===== config.mk =====
export PLATFORM = sky130hd
export DESIGN_NAME = host_bus_port
export DESIGN_NICKNAME = d
export VERILOG_FILES = /design/src/host_port_pkg.sv /design/src/host_bus_port.sv /design/src/pin_sync.sv
export SDC_FILE = /design/constraint.sdc
export NUM_CORES = 1
export LEC_CHECK = 0
export BUFFER_PORTS_ARGS = -buffer_cell sky130_fd_sc_hd__buf_2
export CAP_MARGIN = 20
export CORE_ASPECT_RATIO = 2
export CORE_MARGIN = 2
export CORE_UTILIZATION = 50
export DETAILED_ROUTE_END_ITERATION = 6
export PLACE_DENSITY_LB_ADDON = 0.15
export SLEW_MARGIN = 20
export SYNTH_ARGS = -nofsm -noshare
export SYNTH_HDL_FRONTEND = slang
export SYNTH_SLANG_ARGS = --single-unit

===== constraint.sdc =====
create_clock -name SYS_CLK -period 2.04 [get_ports SYS_CLK]
set_clock_uncertainty 0.15 [all_clocks]
set_input_delay 0.408 -clock SYS_CLK [delete_from_list [all_inputs] [get_ports SYS_CLK]]
set_output_delay 0.408 -clock SYS_CLK [all_outputs]
set_load 0.01 [all_outputs]

===== src/host_port_pkg.sv =====
package host_port_pkg;

	localparam int DATA_W = 16;
	localparam int ADDR_W = 12;
	localparam int SYNC_W = 2;

	// Last stage index of the synchroniser
	localparam int SYNC_LAST = 1;

	localparam logic       STYLE_RNW    = 1'b0;
	localparam logic       STYLE_STROBE = 1'b1;
	localparam logic [1:0] SYNC_RST     = 2'h3;

	// One-bit steps along idle -> read/write -> done -> idle, except idle -> write and read -> done
	typedef enum logic [1:0] {
		ST_IDLE  = 2'h0,
		ST_READ  = 2'h1,
		ST_WRITE = 2'h3,
		ST_DONE  = 2'h2
	} port_state_t;

	typedef struct packed {
		logic              cs_n;
		logic              rnw_wr_n;
		logic              oe_rd_n;
		logic [ADDR_W-1:0] addr;
		logic [DATA_W-1:0] data;
	} host_pins_t;

	typedef struct packed {
		logic [DATA_W-1:0] rdata;
		logic [DATA_W-1:0] data_out;
		logic              data_oe_n;
		logic              irq_oe_n;
		logic [ADDR_W-1:0] addr;
		logic [DATA_W-1:0] wdata;
		logic              wr_stb;
		logic              rd_stb;
		logic              style;
		port_state_t       state;
	} port_regs_t;

	localparam logic [DATA_W-1:0] DATA_RST = 16'h0000;
	localparam logic [ADDR_W-1:0] ADDR_RST = 12'h000;

endpackage


===== src/host_bus_port.sv =====
`timescale 1ns/1ps
`default_nettype none
module host_bus_port (
	input  wire logic                              SYS_CLK,
	input  wire logic                              ARST_N,
	input  wire logic                              CLK_EN,
	input  wire logic                              STYLE_SEL,
	input  wire logic                              HOST_CS_N,
	input  wire logic                              HOST_RNW_WR_N,
	input  wire logic                              HOST_OE_RD_N,
	input  wire logic [host_port_pkg::ADDR_W-1:0]  HOST_ADDR,
	input  wire logic [host_port_pkg::DATA_W-1:0]  HOST_DATA_I,
	output logic      [host_port_pkg::DATA_W-1:0]  HOST_DATA_O,
	output logic                                   HOST_DATA_OE_N,
	output logic                                   HOST_IRQ_O,
	output logic                                   HOST_IRQ_OE_N,
	input  wire logic                              IRQ_PENDING,
	input  wire logic [host_port_pkg::DATA_W-1:0]  RD_DATA,
	output logic      [host_port_pkg::ADDR_W-1:0]  ACC_ADDR,
	output logic      [host_port_pkg::DATA_W-1:0]  WR_DATA,
	output logic                                   WR_STB,
	output logic                                   RD_STB
);
	localparam int PIN_W = $bits(host_port_pkg::host_pins_t);

	host_port_pkg::host_pins_t  pins_raw;
	host_port_pkg::host_pins_t  pins;
	host_port_pkg::port_regs_t  r_q;
	host_port_pkg::port_regs_t  r_d;
	logic                       rd_req;
	logic                       wr_req;

	assign pins_raw = '{cs_n: HOST_CS_N, rnw_wr_n: HOST_RNW_WR_N, oe_rd_n: HOST_OE_RD_N,
		addr: HOST_ADDR, data: HOST_DATA_I};

	pin_sync #(
		.WIDTH (PIN_W),
		.RST   (1'b1)
	) u_sync (
		.clk    (SYS_CLK),
		.arst_n (ARST_N),
		.en     (CLK_EN),
		.d      (pins_raw),
		.q      (pins)
	);

	// Decode the two bus styles into read and write requests
	always_comb begin
		rd_req = 1'b0;
		wr_req = 1'b0;
		if (!pins.cs_n) begin
			if (r_q.style == host_port_pkg::STYLE_RNW) begin
				// Output enable is assumed tied low in this style
				rd_req = pins.rnw_wr_n && !pins.oe_rd_n;
				wr_req = !pins.rnw_wr_n;
			end else begin
				rd_req = !pins.oe_rd_n && pins.rnw_wr_n;
				wr_req = !pins.rnw_wr_n;
			end
		end
	end

	always_comb begin
		r_d           = r_q;
		r_d.wr_stb    = 1'b0;
		r_d.rd_stb    = 1'b0;
		r_d.irq_oe_n  = !IRQ_PENDING;
		r_d.rdata     = RD_DATA;
		case (r_q.state)
			host_port_pkg::ST_IDLE: begin
				r_d.data_oe_n = 1'b1;
				r_d.style     = STYLE_SEL;
				if (rd_req) begin
					r_d.addr   = pins.addr;
					r_d.rd_stb = 1'b1;
					r_d.state  = host_port_pkg::ST_READ;
				end else if (wr_req) begin
					r_d.addr   = pins.addr;
					r_d.wdata  = pins.data;
					r_d.state  = host_port_pkg::ST_WRITE;
				end
			end
			host_port_pkg::ST_READ: begin
				// Drive returned data while the read lasts
				r_d.data_out  = RD_DATA;
				r_d.data_oe_n = 1'b0;
				if (!rd_req) begin
					r_d.data_oe_n = 1'b1;
					r_d.state     = host_port_pkg::ST_DONE;
				end
			end
			host_port_pkg::ST_WRITE: begin
				// Sample data while strobe held; commit on its release
				if (wr_req) begin
					r_d.wdata = pins.data;
				end else begin
					r_d.wr_stb = 1'b1;
					r_d.state  = host_port_pkg::ST_DONE;
				end
			end
			host_port_pkg::ST_DONE: begin
				r_d.data_oe_n = 1'b1;
				r_d.state     = host_port_pkg::ST_IDLE;
			end
			default: begin
				r_d.state = host_port_pkg::ST_IDLE;
			end
		endcase
	end

	always_ff @(posedge SYS_CLK or negedge ARST_N) begin
		if (!ARST_N) begin
			r_q.rdata     <= host_port_pkg::DATA_RST;
			r_q.data_out  <= host_port_pkg::DATA_RST;
			r_q.data_oe_n <= 1'b1;
			r_q.irq_oe_n  <= 1'b1;
			r_q.addr      <= host_port_pkg::ADDR_RST;
			r_q.wdata     <= host_port_pkg::DATA_RST;
			r_q.wr_stb    <= 1'b0;
			r_q.rd_stb    <= 1'b0;
			r_q.style     <= host_port_pkg::STYLE_RNW;
			r_q.state     <= host_port_pkg::ST_IDLE;
		end else if (CLK_EN) begin
			r_q <= r_d;
		end
	end

	assign HOST_DATA_O    = r_q.data_out;
	assign HOST_DATA_OE_N = r_q.data_oe_n;
	assign HOST_IRQ_O     = 1'b0;
	assign HOST_IRQ_OE_N  = r_q.irq_oe_n;
	assign ACC_ADDR       = r_q.addr;
	assign WR_DATA        = r_q.wdata;
	assign WR_STB         = r_q.wr_stb;
	assign RD_STB         = r_q.rd_stb;
endmodule
`default_nettype wire


===== src/pin_sync.sv =====
`timescale 1ns/1ps
`default_nettype none
module pin_sync #(
	parameter int          WIDTH = 1,
	parameter logic [0:0]  RST   = 1'b0
) (
	input  wire logic             clk,
	input  wire logic             arst_n,
	input  wire logic             en,
	input  wire logic [WIDTH-1:0] d,
	output logic      [WIDTH-1:0] q
);
	typedef struct packed {
		logic [WIDTH-1:0] s1;
		logic [WIDTH-1:0] s2;
	} sync_t;

	sync_t r_q;
	sync_t r_d;

	// First stage is read by the second stage only
	always_comb begin
		r_d    = r_q;
		r_d.s1 = d;
		r_d.s2 = r_q.s1;
	end

	always_ff @(posedge clk or negedge arst_n) begin
		if (!arst_n) begin
			r_q <= {(2 * WIDTH){RST}};
		end else if (en) begin
			r_q <= r_d;
		end
	end

	assign q = r_q.s2;
endmodule
`default_nettype wire


== Yosys cells after proc, flatten, opt, wreduce, memory -nomap -nowiden ==
Index checks and enable logic that the tools add are counted.
Storage, ports and cells
  flip-flop bits (word level): 113
  bits of input ports: 52
  output and inout port bits: 49
Operators by class
  equal/unequal tests: 9
  muxes and demuxes: 18
  reductions and logical operators: 15
Operators by type and width (count)
  two-way mux 16 bit: 2
  one-hot mux 16 bit (2 select lines): 1
  two-way mux 28 bit: 1
  two-way mux 12 bit: 1
  two-way mux 2 bit: 5
  != test 2 bit, second input constant: 5
  one-hot mux 2 bit (4 select lines): 1
  two-way mux 1 bit: 6
  AND reduction 2 bit: 3
  nonzero test 2 bit: 3
  AND reduction 5 bit: 1
  equality test 2 bit, second input constant: 2
  AND reduction 4 bit: 1
  logical NOT 1 bit: 3
  != test 3 bit, second input constant: 1
  AND reduction 3 bit: 1
  equality test 2 x 1 -> 1 bit, second input constant: 1
  logical NOT 2 bit: 1
  one-hot mux 1 bit (2 select lines): 1
  OR reduction 2 bit: 1
  logical AND 1 bit: 1

== Depth between registers and ports, before layout ==
  word-level depth: 5
  mapped depth: 5
  depth with buffers taken out: 3

== By module ==
Synthesis repeated with hierarchy kept, for this count alone.
Second synthesis, totals
  cells, all modules: 306
  area total of the unflattened synthesis: 5094.9 um^2
By module, submodules not included
  pin_sync: times used 1, cells each 131, area an instance 2683.8 um^2, seq. area each 1629.1 um^2
  host_bus_port: times used 1, cells each 175, area an instance 2411.1 um^2, seq. area each 1253.7 um^2

== Least setup slack after synthesis ==
OpenSTA, ideal clock, no wires.
  kind: register to register
  start: reg u_sync.r_q, in the netlist u_sync.q[29]
  end: reg r_q, in the netlist WR_DATA[10]
  library setup time: 125 ps
  arrival time: 1315 ps
  path slack: 450 ps
  cell stages (with the launch flop): 6
  cell sequence: dfstp_2 > clkbuf_2 > nor2_1 > nand3_4 > buf_6 > mux2_4
Between the ends
  longest elaborated chain between the ends: 4
RTL lines
  from (decl): line pin_sync.sv:18  | sync_t r_q;
  from (signal assigned): line pin_sync.sv:30  | r_q <= {(2 * WIDTH){RST}};
  from (signal assigned): line pin_sync.sv:32  | r_q <= r_d;
  logical NOT 1 bit or logical AND 1 bit (tied branches)
  two-way mux 1 bit: line host_bus_port.sv:51  | if (!pins.cs_n) begin
  != test 2 bit (no source line)
  AND reduction 5 bit (no source line) *
  to (signal assigned): line host_bus_port.sv:124  | r_q <= r_d;
  to (decl): line host_bus_port.sv:28  | host_port_pkg::port_regs_t r_q;
Mark *: on every way between the ends. The rest lies on a longest branch, timed or not.
A chain may end at the register's enable or synchronous reset.

== Worst setup path after layout ==
  start: reg r_q[1] in the netlist's numbering
  end: reg r_q, in the netlist HOST_DATA_O[15]
Between the ends
  longest elaborated chain between the ends: 2
RTL lines
  equality test 2 x 1 -> 1 bit: line host_bus_port.sv:69  | case (r_q.state)
  AND reduction 2 bit (no source line)
No other way between the ends.

==> reports/metrics.cfg <==
[synth]
ys_top_cells_by_area = dfstp_2 35%, dfrtp_1 25%, mux2_2 18%
synth_top_family_by_area = multiplexers
synth_top_cell_by_area = dfstp_2
synth_mux_area_share_pct = 27.41
syn_inst = 306
synth_cell_types = 28
ys_seq_area_share_pct = 59.75
ys_ff_latch = 112
syn_nets = 358
avgSynthCellArea_um2 = 15.77
yosys.area_share.xor_xnor_pct = 0.3371
synthSimpleGateAreaFrac_pct = 1.763
synth_compound_area_share_pct = 1.271
yosysWarnings = 0
synth-adder-area-share_pct = 0
netlist_area_um2 = 4825
synth.top_cell.area_share_pct = 34.85

[worst_setup_path]
cp-start-kind = flip-flop
endpoint_kind = flip-flop
critPathSlowestCell = dfrtp_1
path_cells = nor2b_4, nand2_2, mux2_2
slowest_delay_ns = 0.55
cp.arrival_ns = 1.77
critical_path.max_fanout = 16
crit_type = flip-flop to flip-flop
required_ns = 2.12

[pwr]
p_leak_nw = 2.504
irDropWorstVdd_v = 0.0006911
powerDensity_nw_per_um2 = 1310

[timing]
grt_setup_unrepaired = false
setup_tns_ns = 0
fmax_mhz = 590.4
timing.final.crit_share_pct = 83.03
hold_violations = 0
finalCriticalPeriod_ns = 1.694
hold_ws_ns = 0.05951
finalSetupViolations = 0
drv_slew = 0
setup_ws_ns = 0.3462

[routing]
route.detailed.drc = 0
vias = 2401
ant_nets = 0
wl_per_cell_um = 15.35
first_pass_iters = 4
drt-total-wl_mm = 7.260
drt-initial-drc-count = 100
vias_per_cell = 5.076

[global_route]
antenna_found_initial = 0
grt_pass1_vias = 2493
grt_pass1_wl_mm = 12.09
grt_start_max_net_pins = 38
grt_usage_pct = 15.03
overflow = 0

[final_layout]
n_antenna_cell = 0
final_cell_area_um2 = 5420
fin_cells = 473
synthToLayoutAreaGrowth_pct = 12.34
drive_gt1_share_pct = 80.22
n_fill_cell = 769
layout.nets = 416

[die]
num_rows = 50
chipWidth_um = 73.46
coreArea_um2 = 9384
dieArea_um2 = 10500
ios = 101
initial_core_util_pct = 51.41
die_h_um = 142.9

[clock_tree]
cts_root_buffer = clkbuf_16
hold_buffers = 1
cts_tree = done
cts_buffers = 9
clk_path_buf_depth = 2
clock_latency_ns = 0.34
post_cts_buffers = 0
clk_pin_slew_worst_paths_ns = 0.07
htree_levels = 3
cts_resized = 0
cts.sinks = 112

[placement]
place.gp.congestion = 0.7454
dp.cells = 456
io_buffers = 98
dpl.hpwl_mm = 5.164
place_area_um2 = 5087
post-place-ws_ns = 0.2624

[worst_hold_path]
hold_class = input pin to flip-flop

[run_status]
status = finished, final reports clean

[flow_run]
maxCapViolCount = 0

[cells by family after synthesis]
| family | count (synthesis) |
|---|---|
| other | 1 |
| and+or+nand+nor | 13 |
| AOI/OAI and AO/OA | 8 |
| muxes | 108 |
| buffers and inverters | 63 |
| DFF | 112 |
| xor gates and xnor gates | 1 |
[flip-flops by register name, indices dropped and copies added, names as in the netlist]
signal	cells
HOST_DATA_O	16
u_sync.q	31
WR_DATA	16
HOST_IRQ_OE_N	1
WR_STB	1
u_sync.r_d	31
r_q	2
HOST_DATA_OE_N	1
RD_STB	1
ACC_ADDR	12
[cells in the mapped netlist]
| library cell | count |
|---|---|
| xnor2_2 | 1 |
| nand3_1 | 1 |
| buf_6 | 4 |
| o21ba_2 | 1 |
| a21oi_1 | 1 |
| inv_1 | 4 |
| a22o_1 | 1 |
| nand2_2 | 1 |
| clkbuf_2 | 1 |
| nand2b_1 | 1 |
| mux2_2 | 77 |
| mux2i_1 | 2 |
| nand3_4 | 1 |
| nand2_1 | 3 |
| dfrtp_1 | 48 |
| buf_2 | 7 |
| o311ai_0 | 1 |
| o22ai_1 | 1 |
| o32ai_1 | 1 |
| nor2_1 | 4 |
| mux2_4 | 29 |
| dfstp_2 | 64 |
| buf_4 | 47 |
| nor2b_4 | 1 |
| nand3_2 | 1 |
| conb_1 | 1 |
| o2111ai_1 | 1 |
| o21ai_0 | 1 |
[per-layer routing]
metal	vias to the layer above	GRT usage, %	routed length, um
met5	-	0	0
met1	1216	18.82	3041
met4	0	7.081	163
li1	1117	-	-
met3	13	3.176	273
met2	55	24.34	3782
[layout make-up]
cell class / instances / area (um^2) / area share (%)
Sequential cell: 112 / 2883 / 53.19
Multi-Input combinational cell: 131 / 1489 / 27.47
Timing Repair Buffer: 106 / 580.6 / 10.71
Clock buffer: 11 / 242.7 / 4.478
Tap cell: 104 / 130.1 / 2.401
Clock inverter: 5 / 80.08 / 1.477
Inverter: 4 / 15.01 / 0.2770
[final timing paths]
| check | end | slack (ns) | startpoint | cells past startpoint |
|---|---|---|---|---|
| hold reg to reg | HOST_IRQ_OE_N$_DFFE_PN1P_ | 0.32 | HOST_IRQ_OE_N$_DFFE_PN1P_ | 2 |
| max in group asynchronous | u_sync.r_d[26]$_DFFE_PN1P_ | 0.69 | ARST_N | 3 |
| min in group asynchronous | HOST_DATA_O[9]$_DFFE_PN0P_ | 0.41 | ARST_N | 2 |
| setup / recovery | HOST_DATA_O[15]$_DFFE_PN0P_ | 0.35 | r_q[1]$_DFFE_PN0P_ | 3 |
| setup reg to reg | HOST_DATA_O[15]$_DFFE_PN0P_ | 0.35 | r_q[1]$_DFFE_PN0P_ | 3 |
| hold / removal | HOST_IRQ_OE_N$_DFFE_PN1P_ | 0.06 | IRQ_PENDING | 2 |
[report_power, final]
group / internal [W] / leakage (nW) / total, W / switching (W)
Clock: 0.00111 / 0.152 / 0.00186 / 0.000747
Sequential: 0.00296 / 1.25 / 0.00332 / 0.000359
Combinational: 0.00114 / 1.10 / 0.00192 / 0.000786
Total: 0.00521 / 2.50 / 0.00710 / 0.00189
[critical path: cells and delay by family, from the launching register on]
family	cells	cell delay [ns]
multiplexers	1	0.39
AND/OR/NAND/NOR	2	0.48
flip-flops	1	0.55
[cell usage in the layout, fill, tap and decap left out, drive strengths merged]
master       count
a21oi            1
a22o             1
buf            105
bufinv           2
clkbuf          11
clkinv           1
clkinvlp         2
conb             1
dfrtp           48
dfstp           64
dlygate4sd3      1
inv              4
mux2           106
mux2i            2
nand2            4
nand2b           1
nand3            3
nor2             4
nor2b            1
o2111ai          1
o21ai            1
o21ba            1
o22ai            1
o311ai           1
o32ai            1
xnor2            1
[stage by stage]
step	utilization (%)	total power, W
6_report	57.76	0.007101
5_1_grt	57.76	0.007519
4_1_cts	57.76	0.007219
3_5_place_dp	54.21	0.005329
3_3_place_gp	54.21	0.005264
2_1_floorplan	-	0.005227
Power figures use the tool's default switching activity.
